`src/rtl/rimc_pkg.sv`:
```
// Purpose: Shared constants and types of the remote I/O master configuration block.
// Assumes: 40 MHz system clock; AXI4-Lite register access with 32-bit data.
// Notes: Timing counts are derived here and reused as top-level parameter defaults.
package rimc_pkg;
  // ----------------------------------------
  // Clock and timing
  // ----------------------------------------
  localparam int unsigned CLOCK_HZ = 40_000_000;
  localparam int unsigned CLOCK_NS = 25;
  localparam int unsigned FAST_BPS = 750_000;
  localparam longint unsigned LONG_BPS_X100 = 9_375_000;
  localparam int unsigned FAST_BIT_CYCLES = CLOCK_HZ / FAST_BPS;
  localparam int unsigned LONG_BIT_CYCLES =
    int'((longint'(CLOCK_HZ) * 64'd100) / LONG_BPS_X100);
  localparam int unsigned CYC_FAST_NARROW_US = 500;
  localparam int unsigned CYC_FAST_WIDE_US = 800;
  localparam int unsigned CYC_LONG_NARROW_US = 4000;
  localparam int unsigned CYC_LONG_WIDE_US = 6000;
  localparam int unsigned CYC_FAST_NARROW = CYC_FAST_NARROW_US * 1000 / CLOCK_NS;
  localparam int unsigned CYC_FAST_WIDE = CYC_FAST_WIDE_US * 1000 / CLOCK_NS;
  localparam int unsigned CYC_LONG_NARROW = CYC_LONG_NARROW_US * 1000 / CLOCK_NS;
  localparam int unsigned CYC_LONG_WIDE = CYC_LONG_WIDE_US * 1000 / CLOCK_NS;
  // ----------------------------------------
  // Unit number and host word allocation
  // ----------------------------------------
  localparam logic [6:0] UNIT_MAX_NARROW = 7'h5F;
  localparam logic [6:0] UNIT_MAX_WIDE = 7'h5E;
  localparam logic [6:0] UNIT_DEFAULT = 7'h00;
  localparam logic [3:0] WORDS_PER_UNIT = 4'hA;
  localparam logic [6:0] DM_WORDS = 7'h64;
  localparam logic [3:0] IN_WORDS_NARROW = 4'h4;
  localparam logic [3:0] OUT_WORDS_NARROW = 4'h4;
  localparam logic [3:0] STAT_WORDS_NARROW = 4'h2;
  localparam logic [31:0] NODE_MASK_NARROW = 32'h00FF_00FF;
  localparam logic [31:0] NODE_MASK_WIDE = 32'hFFFF_FFFF;
  // ----------------------------------------
  // Register map and fields
  // ----------------------------------------
  localparam logic [7:0] OFS_CONTROL = 8'h00;
  localparam logic [7:0] OFS_STATE = 8'h04;
  localparam logic [7:0] OFS_IRQ_STATUS = 8'h08;
  localparam logic [7:0] OFS_IRQ_MASK = 8'h0C;
  localparam logic [7:0] OFS_REG_TABLE = 8'h10;
  localparam logic [7:0] OFS_JOINED = 8'h14;
  localparam logic [7:0] OFS_IO_ALLOC = 8'h18;
  localparam logic [7:0] OFS_DM_ALLOC = 8'h1C;
  localparam int BIT_RESTART = 0;
  localparam int IRQ_LINK_OK_INDICATOR_ERR = 0;
  localparam int IRQ_HALTED = 1;
  localparam int IRQ_UNREG = 2;
  localparam int IRQ_MISSING = 3;
  localparam int IRQ_CFG_ERR = 4;
  localparam int IRQ_BITS = 5;
  localparam logic [IRQ_BITS-1:0] IRQ_MASK_RESET = 5'h00;
  localparam logic [31:0] REG_TABLE_RESET = 32'h0000_0000;
  localparam logic [1:0] RESP_OKAY = 2'h0;
  localparam logic [1:0] RESP_SLVERR = 2'h2;

  // Configuration switches as latched
  typedef struct packed {
    logic node_wide;
    logic rate_long;
    logic stop_on_error;
    logic reg_enable;
  } rimc_cfg_t;
  localparam rimc_cfg_t CFG_RESET = '{1'b0, 1'b0, 1'b0, 1'b0};

  // Host word allocation
  typedef struct packed {
    logic [9:0] io_offset;
    logic [4:0] io_count;
    logic [3:0] in_words;
    logic [3:0] out_words;
    logic [3:0] stat_words;
    logic [13:0] dm_offset;
    logic [6:0] dm_count;
  } rimc_alloc_t;

  // Gray coded along idle, latch, check, run, halt
  typedef enum logic [2:0] {
    ST_IDLE = 3'h0,
    ST_LATCH = 3'h1,
    ST_CHECK = 3'h3,
    ST_RUN = 3'h2,
    ST_HALT = 3'h6,
    ST_CFGERR = 3'h7
  } rimc_state_t;
endpackage

```
`src/rtl/rimc_master_config.sv`:
```
// Purpose: Configuration latch, supervision and timing of a remote I/O bus master.
// Assumes: All inputs synchronous to clock; selector and switches held still in operation.
// Notes: AXI4-Lite slave for restart, interrupts and the registration table.
// Behaviour
// Unit number valid 0..95 in narrow range, 0..94 in wide range.
// Unit number selects the host I/O words and data-memory words.
// Narrow range: nodes 0-7 each way, 10 words: 4 in, 4 out, 2 status.
// Wide range: nodes 0-15 each way, 20 words: 8 in, 8 out, 4 status.
// Wide range occupies own unit block and the next; others must not use them.
// Duplicate unit number is flagged by host; system does not start.
// Unit number defaults to 00.
// All four switches default to off.
// Operator powers down before changing switches.
// Rate select: 750 kbps off, 93.75 kbps on.
// Cycle time 0.5/0.8 ms fast, 4.0/6.0 ms long, by node range.
// Mismatched slave fails alone; master link indicator stays normal.
// Stop-on-error off keeps exchanging; on halts exchange on error.
// Halted exchange resumes only after power cycle or unit restart.
// Registration on: flag registered slaves joined and unregistered slaves present.
// Host loads registration tables before relying on registration.
// Device takes 100 data-memory words regardless of node range.
// Unit number and switches latched once at power-up or restart.
// Out-of-range unit number is a configuration error; no exchange starts.
`timescale 1ns/1ps
`default_nettype none
module rimc_master_config #(
  parameter int unsigned CYC_FAST_NARROW = rimc_pkg::CYC_FAST_NARROW,
  parameter int unsigned CYC_FAST_WIDE = rimc_pkg::CYC_FAST_WIDE,
  parameter int unsigned CYC_LONG_NARROW = rimc_pkg::CYC_LONG_NARROW,
  parameter int unsigned CYC_LONG_WIDE = rimc_pkg::CYC_LONG_WIDE
) (
  // Clock and reset
  input wire logic clock,
  input wire logic rst,
  // Unit selector and configuration switches
  input wire logic [3:0] unit_tens,
  input wire logic [3:0] unit_ones,
  input wire logic node_range_select,
  input wire logic rate_mode_select,
  input wire logic stop_on_error_select,
  input wire logic registration_enable,
  // Host and bus engine status
  input wire logic host_unit_overlap,
  input wire logic link_ok_indicator_error,
  input wire logic [31:0] slave_present,
  // Exchange control and allocation
  output logic exchange_active,
  output logic cycle_start,
  output logic bit_tick,
  output logic link_ok_indicator,
  output logic [31:0] node_enable,
  output rimc_pkg::rimc_alloc_t alloc,
  output rimc_pkg::rimc_cfg_t cfg,
  output logic irq,
  // AXI4-Lite slave
  input wire logic s_axi_awvalid,
  output logic s_axi_awready,
  input wire logic [7:0] s_axi_awaddr,
  input wire logic s_axi_wvalid,
  output logic s_axi_wready,
  input wire logic [31:0] s_axi_wdata,
  input wire logic [3:0] s_axi_wstrb,
  output logic s_axi_bvalid,
  input wire logic s_axi_bready,
  output logic [1:0] s_axi_bresp,
  input wire logic s_axi_arvalid,
  output logic s_axi_arready,
  input wire logic [7:0] s_axi_araddr,
  output logic s_axi_rvalid,
  input wire logic s_axi_rready,
  output logic [31:0] s_axi_rdata,
  output logic [1:0] s_axi_rresp
);
  // ----------------------------------------
  // Functions
  // ----------------------------------------
  // Merge written bytes into a register
  function automatic logic [31:0] merge_bytes(input logic [31:0] old_val,
                                              input logic [31:0] new_val,
                                              input logic [3:0] strb);
    logic [31:0] res;
    res = old_val;
    for (int i = 0; i < 4; i++)
    begin
      if (strb[i])
        res[8*i +: 8] = new_val[8*i +: 8];
    end
    return res;
  endfunction

  // Register offsets this slave answers
  function automatic logic is_mapped(input logic [7:0] addr);
    return addr[7:5] == 3'h0 && addr[1:0] == 2'h0;
  endfunction

  // ----------------------------------------
  // Declarations
  // ----------------------------------------
  rimc_pkg::rimc_state_t state;
  rimc_pkg::rimc_state_t next_state;
  logic [6:0] unit_num;
  logic [6:0] unit_sel;
  logic unit_bad;
  logic restart;
  logic [rimc_pkg::IRQ_BITS-1:0] irq_status;
  logic [rimc_pkg::IRQ_BITS-1:0] irq_mask;
  logic [rimc_pkg::IRQ_BITS-1:0] irq_set;
  logic [rimc_pkg::IRQ_BITS-1:0] irq_clr;
  logic [31:0] reg_table;
  logic [31:0] joined;
  logic [17:0] cyc_cnt;
  logic [17:0] cyc_len;
  logic [8:0] bit_cnt;
  logic [8:0] bit_len;
  logic last_cycle_err;
  logic aw_held;
  logic w_held;
  logic [7:0] aw_addr;
  logic [31:0] w_data;
  logic [3:0] w_strb;
  logic wr_fire;

  // Selector digits to binary; a digit above nine is out of range anyway
  assign unit_sel = 7'(unit_tens) * 7'h0A + 7'(unit_ones);

  // ----------------------------------------
  // Configuration latch and sequencing
  // ----------------------------------------
  // Latch once on leaving idle or on restart; later switch moves are ignored
  always_ff @(posedge clock or posedge rst)
  begin
    if (rst)
    begin
      unit_num <= rimc_pkg::UNIT_DEFAULT;
      cfg <= rimc_pkg::CFG_RESET;
    end
    else if (state == rimc_pkg::ST_LATCH)
    begin
      unit_num <= unit_sel;
      cfg <= '{node_range_select, rate_mode_select, stop_on_error_select,
               registration_enable};
    end
  end

  // Range check depends on the node range width
  assign unit_bad = unit_tens > 4'h9 || unit_ones > 4'h9 ||
                    unit_num > (cfg.node_wide ? rimc_pkg::UNIT_MAX_WIDE
                                              : rimc_pkg::UNIT_MAX_NARROW);

  // Exchange state sequence
  always_comb
  begin
    next_state = state;
    case (state)
      rimc_pkg::ST_IDLE: next_state = rimc_pkg::ST_LATCH;
      rimc_pkg::ST_LATCH: next_state = rimc_pkg::ST_CHECK;
      rimc_pkg::ST_CHECK:
        // Bad number or a clash on the host leaves the bus silent
        if (unit_bad || host_unit_overlap)
          next_state = rimc_pkg::ST_CFGERR;
        else
          next_state = rimc_pkg::ST_RUN;
      rimc_pkg::ST_RUN:
        if (link_ok_indicator_error && cfg.stop_on_error)
          next_state = rimc_pkg::ST_HALT;
      rimc_pkg::ST_HALT: next_state = rimc_pkg::ST_HALT;
      rimc_pkg::ST_CFGERR: next_state = rimc_pkg::ST_CFGERR;
      default: next_state = rimc_pkg::ST_IDLE;
    endcase
    // Restart re-latches the selector, which power-down changes may have moved
    if (restart)
      next_state = rimc_pkg::ST_LATCH;
  end

  // State register
  always_ff @(posedge clock or posedge rst)
  begin
    if (rst)
      state <= rimc_pkg::ST_IDLE;
    else
      state <= next_state;
  end

  assign exchange_active = state == rimc_pkg::ST_RUN;

  // ----------------------------------------
  // Host word allocation
  // ----------------------------------------
  // Wide range takes this unit's block and the next one
  always_comb
  begin
    alloc.io_offset = 10'(unit_num) * 10'(rimc_pkg::WORDS_PER_UNIT);
    alloc.io_count = cfg.node_wide ? 5'(2 * rimc_pkg::WORDS_PER_UNIT)
                                   : 5'(rimc_pkg::WORDS_PER_UNIT);
    alloc.in_words = cfg.node_wide ? 4'(2 * rimc_pkg::IN_WORDS_NARROW)
                                   : rimc_pkg::IN_WORDS_NARROW;
    alloc.out_words = cfg.node_wide ? 4'(2 * rimc_pkg::OUT_WORDS_NARROW)
                                    : rimc_pkg::OUT_WORDS_NARROW;
    alloc.stat_words = cfg.node_wide ? 4'(2 * rimc_pkg::STAT_WORDS_NARROW)
                                     : rimc_pkg::STAT_WORDS_NARROW;
    alloc.dm_offset = 14'(unit_num) * 14'(rimc_pkg::DM_WORDS);
    alloc.dm_count = rimc_pkg::DM_WORDS;
  end

  // Input nodes in low half, output nodes in high half
  assign node_enable = cfg.node_wide ? rimc_pkg::NODE_MASK_WIDE
                                     : rimc_pkg::NODE_MASK_NARROW;

  // ----------------------------------------
  // Bit rate and cycle timing
  // ----------------------------------------
  assign bit_len = cfg.rate_long ? 9'(rimc_pkg::LONG_BIT_CYCLES)
                                 : 9'(rimc_pkg::FAST_BIT_CYCLES);
  assign cyc_len = cfg.rate_long ? (cfg.node_wide ? 18'(CYC_LONG_WIDE) : 18'(CYC_LONG_NARROW))
                                 : (cfg.node_wide ? 18'(CYC_FAST_WIDE)
                                                  : 18'(CYC_FAST_NARROW));

  // Both counters run only while exchanging, so a halt freezes the bus
  always_ff @(posedge clock or posedge rst)
  begin
    if (rst)
    begin
      bit_cnt <= 9'h000;
      cyc_cnt <= 18'h00000;
      bit_tick <= 1'b0;
      cycle_start <= 1'b0;
    end
    else if (!exchange_active)
    begin
      bit_cnt <= 9'h000;
      cyc_cnt <= 18'h00000;
      bit_tick <= 1'b0;
      cycle_start <= 1'b0;
    end
    else
    begin
      bit_tick <= bit_cnt == 9'h000;
      bit_cnt <= bit_cnt == bit_len - 9'h001 ? 9'h000 : bit_cnt + 9'h001;
      cycle_start <= cyc_cnt == 18'h00000;
      cyc_cnt <= cyc_cnt == cyc_len - 18'h00001 ? 18'h00000 : cyc_cnt + 18'h00001;
    end
  end

  // Indicator follows master errors only; one slave on the wrong rate does not drop it
  always_ff @(posedge clock or posedge rst)
  begin
    if (rst)
      last_cycle_err <= 1'b0;
    else if (!exchange_active || cycle_start)
      last_cycle_err <= link_ok_indicator_error;
    else if (link_ok_indicator_error)
      last_cycle_err <= 1'b1;
  end
  assign link_ok_indicator = exchange_active && !last_cycle_err;

  // ----------------------------------------
  // Slave registration monitor
  // ----------------------------------------
  // Compared once per cycle against the table the host has loaded
  always_ff @(posedge clock or posedge rst)
  begin
    if (rst)
      joined <= 32'h0000_0000;
    else if (exchange_active && cycle_start && cfg.reg_enable)
      joined <= slave_present & reg_table & node_enable;
  end

  // ----------------------------------------
  // Interrupts
  // ----------------------------------------
  always_comb
  begin
    irq_set = '0;
    irq_set[rimc_pkg::IRQ_LINK_OK_INDICATOR_ERR] = exchange_active && link_ok_indicator_error;
    irq_set[rimc_pkg::IRQ_HALTED] = exchange_active && link_ok_indicator_error && cfg.stop_on_error;
    irq_set[rimc_pkg::IRQ_UNREG] = exchange_active && cycle_start && cfg.reg_enable &&
                                   |(slave_present & ~reg_table & node_enable);
    irq_set[rimc_pkg::IRQ_MISSING] = exchange_active && cycle_start && cfg.reg_enable &&
                                     |(reg_table & node_enable & ~slave_present);
    irq_set[rimc_pkg::IRQ_CFG_ERR] = state == rimc_pkg::ST_CHECK &&
                                     (unit_bad || host_unit_overlap);
  end

  // Sticky status; a new event wins over a write-one clear
  always_ff @(posedge clock or posedge rst)
  begin
    if (rst)
      irq_status <= '0;
    else
      irq_status <= (irq_status & ~irq_clr) | irq_set;
  end
  assign irq = |(irq_status & irq_mask);

  // ----------------------------------------
  // AXI4-Lite write path
  // ----------------------------------------
  assign s_axi_awready = !aw_held && !s_axi_bvalid;
  assign s_axi_wready = !w_held && !s_axi_bvalid;
  assign wr_fire = aw_held && w_held && !s_axi_bvalid;

  // Address and data taken in either order, answered once both are held
  always_ff @(posedge clock or posedge rst)
  begin
    if (rst)
    begin
      aw_held <= 1'b0;
      w_held <= 1'b0;
      aw_addr <= 8'h00;
      w_data <= 32'h0000_0000;
      w_strb <= 4'h0;
      s_axi_bvalid <= 1'b0;
      s_axi_bresp <= rimc_pkg::RESP_OKAY;
    end
    else
    begin
      if (s_axi_awvalid && s_axi_awready)
      begin
        aw_held <= 1'b1;
        aw_addr <= s_axi_awaddr;
      end
      if (s_axi_wvalid && s_axi_wready)
      begin
        w_held <= 1'b1;
        w_data <= s_axi_wdata;
        w_strb <= s_axi_wstrb;
      end
      if (wr_fire)
      begin
        aw_held <= 1'b0;
        w_held <= 1'b0;
        s_axi_bvalid <= 1'b1;
        s_axi_bresp <= is_mapped(aw_addr) ? rimc_pkg::RESP_OKAY : rimc_pkg::RESP_SLVERR;
      end
      else if (s_axi_bvalid && s_axi_bready)
        s_axi_bvalid <= 1'b0;
    end
  end

  // Write side effects
  assign restart = wr_fire && aw_addr == rimc_pkg::OFS_CONTROL && w_strb[0] &&
                   w_data[rimc_pkg::BIT_RESTART];
  assign irq_clr = (wr_fire && aw_addr == rimc_pkg::OFS_IRQ_STATUS && w_strb[0]) ?
                   w_data[rimc_pkg::IRQ_BITS-1:0] : '0;

  // Software written registers
  always_ff @(posedge clock or posedge rst)
  begin
    if (rst)
    begin
      irq_mask <= rimc_pkg::IRQ_MASK_RESET;
      reg_table <= rimc_pkg::REG_TABLE_RESET;
    end
    else if (wr_fire)
    begin
      if (aw_addr == rimc_pkg::OFS_IRQ_MASK)
        irq_mask <= rimc_pkg::IRQ_BITS'(merge_bytes(32'(irq_mask), w_data, w_strb));
      if (aw_addr == rimc_pkg::OFS_REG_TABLE)
        reg_table <= merge_bytes(reg_table, w_data, w_strb);
    end
  end

  // ----------------------------------------
  // AXI4-Lite read path
  // ----------------------------------------
  assign s_axi_arready = !s_axi_rvalid;

  // Read data registered; one cycle after the address is taken
  always_ff @(posedge clock or posedge rst)
  begin
    if (rst)
    begin
      s_axi_rvalid <= 1'b0;
      s_axi_rdata <= 32'h0000_0000;
      s_axi_rresp <= rimc_pkg::RESP_OKAY;
    end
    else if (s_axi_arvalid && s_axi_arready)
    begin
      s_axi_rvalid <= 1'b1;
      s_axi_rresp <= is_mapped(s_axi_araddr) ? rimc_pkg::RESP_OKAY : rimc_pkg::RESP_SLVERR;
      case (s_axi_araddr)
        rimc_pkg::OFS_STATE: s_axi_rdata <= {17'h00000, unit_num, cfg, 1'b0, state};
        rimc_pkg::OFS_IRQ_STATUS: s_axi_rdata <= 32'(irq_status);
        rimc_pkg::OFS_IRQ_MASK: s_axi_rdata <= 32'(irq_mask);
        rimc_pkg::OFS_REG_TABLE: s_axi_rdata <= reg_table;
        rimc_pkg::OFS_JOINED: s_axi_rdata <= joined;
        rimc_pkg::OFS_IO_ALLOC: s_axi_rdata <= {1'b0, alloc.stat_words, alloc.out_words,
                                                alloc.in_words, 4'h0, alloc.io_count,
                                                alloc.io_offset};
        rimc_pkg::OFS_DM_ALLOC: s_axi_rdata <= {11'h000, alloc.dm_count, alloc.dm_offset};
        default: s_axi_rdata <= 32'h0000_0000;
      endcase
    end
    else if (s_axi_rvalid && s_axi_rready)
      s_axi_rvalid <= 1'b0;
  end

  // Gap between bit ticks, helper for the rate check
  logic [8:0] gap_cnt;
  always_ff @(posedge clock or posedge rst)
  begin
    if (rst)
      gap_cnt <= 9'h000;
    else if (bit_tick || !exchange_active)
      gap_cnt <= 9'h001;
    else
      gap_cnt <= gap_cnt + 9'h001;
  end
endmodule
`default_nettype wire

```
`config.mk`:
```
export PLATFORM = sky130hd
export DESIGN_NAME = rimc_master_config
export DESIGN_NICKNAME = d
export VERILOG_FILES = /design/src/rtl/rimc_pkg.sv /design/src/rtl/rimc_master_config.sv
export SDC_FILE = /design/constraint.sdc
export NUM_CORES = 1
export LEC_CHECK = 0
export BUFFER_PORTS_ARGS = -buffer_cell sky130_fd_sc_hd__buf_2
export CORE_AREA = 8 8 226 163
export DETAILED_ROUTE_END_ITERATION = 8
export DIE_AREA = 0 0 234 171
export HOLD_SLACK_MARGIN = 0.02
export PLACE_DENSITY = 0.55
export SYNTH_ARGS = -nofsm -noshare
export SYNTH_HDL_FRONTEND = slang
export SYNTH_SLANG_ARGS = --single-unit
```
`constraint.sdc`:
```
create_clock -name clock -period 10.8 [get_ports clock]
set_input_delay 2.16 -clock clock [delete_from_list [all_inputs] [get_ports clock]]
set_output_delay 2.16 -clock clock [all_outputs]
set_load 0.02 [all_outputs]
```
# Word-level counts from Yosys, hierarchy flattened
# Cells that the tools add are included.
[totals] elab_cells=158 reg_bits=202 output_inout_bits=130 rom_bits=0 latchBits=0 in_bits=105 n_memories=0 ramBits=0
[classes] eq_ne=18 muxes=33 div=0 magnitude_cmp=3 n_shift=0 n_addsub=5 n_bitwise=12 reduce_logical=56 multipliers=3
[op_table] op="one-hot mux 32 bit (7 select lines)" count=1
[op_table] op="AND 32 bit" count=6
[op_table] op="inverter 32 bit" count=2
[op_table] op="OR reduction 32 bit" count=2
[op_table] op="2-to-1 mux 18 bit" count=3
[op_table] op="== test 8 x 5 -> 1 bit (second input constant)" count=5
[op_table] op="== test 8 x 4 -> 1 bit (second input constant)" count=4
[op_table] op="2-to-1 mux 32 bit" count=1
[op_table] op="2-to-1 mux 9 bit" count=3
[op_table] op="logical AND 1 bit" count=25
[op_table] op="adder 18 x 1 -> 18 bit (second input constant)" count=1
[op_table] op="== test 18 bit" count=1
[op_table] op="logical NOT 18 bit" count=1
[op_table] op="one-hot mux 3 bit (6 select lines)" count=1
[op_table] op="subtractor 18 x 1 -> 18 bit (second input constant)" count=1
[op_table] op="2-to-1 mux 17 bit" count=1
[op_table] op="AND reduction 3 bit" count=5
[op_table] op="2-to-1 mux 14 bit" count=1
[op_table] op="2-to-1 mux 1 bit" count=13
[op_table] op="multiplier 7 x 5 -> 12 bit (second input constant)" count=1
[op_table] op="2-to-1 mux 3 bit" count=4
[op_table] op="AND 5 bit" count=2
[op_table] op="2-to-1 mux 5 bit" count=2
[op_table] op="nonzero test 2 bit" count=5
[op_table] op="other kinds (24)" count=39

# Longest topological paths before layout
[depth] depth_word=8 depth_mapped=11 ltp_nobuf=11

# Least setup slack after synthesis
# Ideal clock, no wire load.
[synth_path] path_type="register to output" start="reg unit_num[2]" end="out alloc[19] (netlist bit)" required_time_ps=8640 stages_incl_launch_ff=9 path_slack_ps=6041 arrival_time_ps=2599 cell_sequence="dfrtp_1 > ha_1 > ha_1 > fa_1 > ha_1 > a211oi_1 > o21ai_0 > o21ai_0 > xnor2_1"
[synth_rtl] item="start: declaration" line="rimc_master_config.sv:101" rtl="logic [6:0] unit_num;"
[synth_rtl] item="start signal: assignment" line="rimc_master_config.sv:134" rtl="unit_num <= rimc_pkg::UNIT_DEFAULT;"
[synth_rtl] item="start signal: assignment" line="rimc_master_config.sv:139" rtl="unit_num <= unit_sel;"
[synth_rtl] item="end: declaration" line="rimc_master_config.sv:52" rtl="output rimc_pkg::rimc_alloc_t alloc,"

==> impl_metrics.json <==
{
  "period_share": 0.516,
  "pre_cts_ws_ns": 5.73,
  "maxCapViolations": 0,
  "synth_seq_cells": 200,
  "drtIter0Drc": 625,
  "die_area_sq_mm": 0.0400,
  "cts_resized": 0,
  "hp-class": "flip-flop to flip-flop",
  "drtAntennaViolNets": 0,
  "synth_seq_area_share": 0.447,
  "syn_inst": 1084,
  "die_h_microns": 171,
  "drt_first_pass_iters": 5,
  "design.core.area_sq_mm": 0.0331,
  "cp-start-kind": "flip-flop",
  "hold_violations": 0,
  "worst_pin_slew_ns": 1.06,
  "cts_tree": "built",
  "timing.setup.tns_ns": 0,
  "slew_violations": 0,
  "syn-cell-area_sq_mm": 0.0112,
  "place.detailed.hpwl_microns": 26900,
  "leakage_nw": 5.99,
  "cts_buffers": 17,
  "grt_max_degree": 132,
  "async_reset_ff_frac": 1.00,
  "cts_max_level": 4,
  "slew_headroom": 0.289,
  "start_util": 0.338,
  "clockBufferDepth": 2,
  "ctsHoldBuffers": 0,
  "fin_area_sq_mm": 0.0128,
  "ys_types": 77,
  "power.density_mw_per_mm2": 193,
  "grt_use_total": 0.173,
  "dpl_cell_area_sq_mm": 0.0122,
  "area_growth_pct": 14.5,
  "cp_max_fo": 8,
  "gp_congestion": 0.871,
  "nets": 1398,
  "grt_pass1_vias": 8555,
  "cts_setup_buffers": 0,
  "fin_cells": 1683,
  "grt_pass1_wl_microns": 52800,
  "yosys_warnings": 0,
  "run_status": "completed",
  "drive_gt1_frac": 0.281,
  "finalSetupViolCount": 0,
  "fin_ws_ns": 5.23,
  "min_period_ns": 5.57,
  "clock_sinks": 200,
  "portBuffers": 199,
  "via_per_inst": 5.04,
  "pin_count": 235,
  "vias": 8489,
  "synth_edf_count": 0,
  "worst_setup_path_end_kind": "primary output",
  "std_cell_rows": 56,
  "peakVddDrop_mv": 0.116,
  "grt_setup_unrepaired": "false",
  "synth-main-ff-cell": "dfrtp_1",
  "clockRootBuffer": "clkbuf_16",
  "fmax_ghz": 0.179,
  "insertion_delay_ns": 0.45,
  "route.detailed.drc": 0,
  "fin_skew_ns": 0.00880,
  "path_clk_slew_ns": 0.07,
  "antenna_found_initial": 15,
  "synth.avg_cell_area_sq_um": 10.3,
  "critPathArrivalTime_ns": 3.41,
  "path_class": "flip-flop to primary output",
  "required_ns": 8.64,
  "wl_microns": 34500,
  "wl_per_cell_microns": 20.5,
  "dp.cells": 1649,
  "post-route-util": 0.387,
  "dieWidth_microns": 234,
  "gr-total-overflow": 0
}
## logic make-up (layout without fill, tap and decap cells)
group,count (synthesis),in the layout,synth area share
xor gates and xnor gates,44,44,0.0344
AOI/OAI and AO/OA,210,210,0.126
buffers and inverters,142,271,0.0733
and+or+nand+nor,334,334,0.155
other,2,37,0.000670
muxes,92,92,0.0932
DFF,200,200,0.447
adders and majority gates,60,60,0.0703
## state kept, by name (all words and copies together) (netlist names), 7 cells and up
name         cells
joined          32
reg_table       32
s_axi_rdata     32
w_data          32
cyc_cnt         18
bit_cnt          9
aw_addr          8
unit_num         7
## Yosys cell counts, types with 6 or more instances
master	count	area (sq um)
a21o_1	6	45.0
nor2_1	48	180
nor2b_1	33	206
ha_1	55	688
and3_1	6	37.5
o21ai_0	77	385
a2111oi_0	8	70.1
nor3_1	9	45.0
a21oi_1	31	155
clkbuf_1	29	109
a221oi_1	6	52.6
inv_1	34	128
dfrtp_1	200	5000
nand2_1	116	435
nand4_1	13	81.3
xnor2_1	22	193
a22oi_1	16	120
and2_1	7	43.8
nand2b_1	34	213
o2111a_1	8	90.1
buf_2	6	30.0
nand3_1	33	165
mux2_2	89	1000
buf_4	67	503
o21ai_1	6	30.0
xor2_1	22	193
## worst max-delay path: stages (launching register included)
cell and delay (ns):
dfrtp_1 0.50, ha_1 0.35, ha_1 0.32, fa_1 0.46, ha_1 0.27, a211o_1 0.30
o211a_1 0.16, o22ai_1 0.19, xnor2_1 0.21, buf_2 0.23
## cells in the final DEF (no fill, tap or decap), types with 17 or more instances in the layout
cell | synthesis | final
nor2b_1 | 33 | 32
mux2_2 | 89 | 89
xor2_1 | 22 | 22
nor2_1 | 48 | 48
o21ai_0 | 77 | 77
xnor2_1 | 22 | 22
clkbuf_16 | 0 | 17
ha_1 | 55 | 55
conb_1 | 2 | 35
a21oi_1 | 31 | 31
nand3_1 | 33 | 32
buf_2 | 6 | 199
nand2b_1 | 34 | 34
inv_1 | 34 | 33
nand2_1 | 116 | 116
dfrtp_1 | 200 | 200
## path summary, 6_finish.rpt
path | to | start | slack (ns) | cells past startpoint
max in group asynchronous | s_axi_rdata[9]$_DFFE_PP0P_ | rst | 7.35 | 3
max | alloc[18] | unit_num[2]$_DFFE_PP0P_ | 5.23 | 9
max reg2reg | s_axi_rdata[8]$_DFFE_PP0P_ | unit_num[1]$_DFFE_PP0P_ | 7.43 | 9
min reg2reg | s_axi_rdata[6]$_DFFE_PP0P_ | s_axi_rdata[6]$_DFFE_PP0P_ | 0.48 | 2
min | s_axi_rdata[6]$_DFFE_PP0P_ | s_axi_rdata[6]$_DFFE_PP0P_ | 0.48 | 2
min in group asynchronous | aw_addr[7]$_DFFE_PP0P_ | rst | 1.84 | 2
## power breakdown
group / switching (mW) / total (mW) / internal, mW
Clock: 0.306 / 0.637 / 0.331
Combinational: 0.478 / 0.826 / 0.347
Sequential: 0.131 / 1.01 / 0.876
## cell type report
type                    count  area [sq um]
diodes                      2          5.00
clock buffers              19           443
clock inverters            13           133
repair buffers            205          1040
flip-flops and latches    200          5000
fillers                  3359         20300
well taps                 435           544
inverters                  34           135
multi-input cells         775          5520
## routing by layer
layer / GRT usage / vias to the layer above / part of all wire
met2: 0.245 / 239 / 0.41
li1: - / 4028 / -
met4: 0.0374 / 22 / 0.012
met5: 0 / - / 0.0038
met1: 0.250 / 4155 / 0.49
met3: 0.0607 / 45 / 0.086
## stage by stage
step / hold WS [ns] / power (mW)
CTS: 0.482 / 2.50
floorplan: 0.444 / 1.57
detailed placement: 0.466 / 1.85
finish: 0.480 / 2.47
global route: 0.501 / 2.62
global placement: 0.463 / 1.84
No activity file was read; power rests on OpenSTA's default activity.
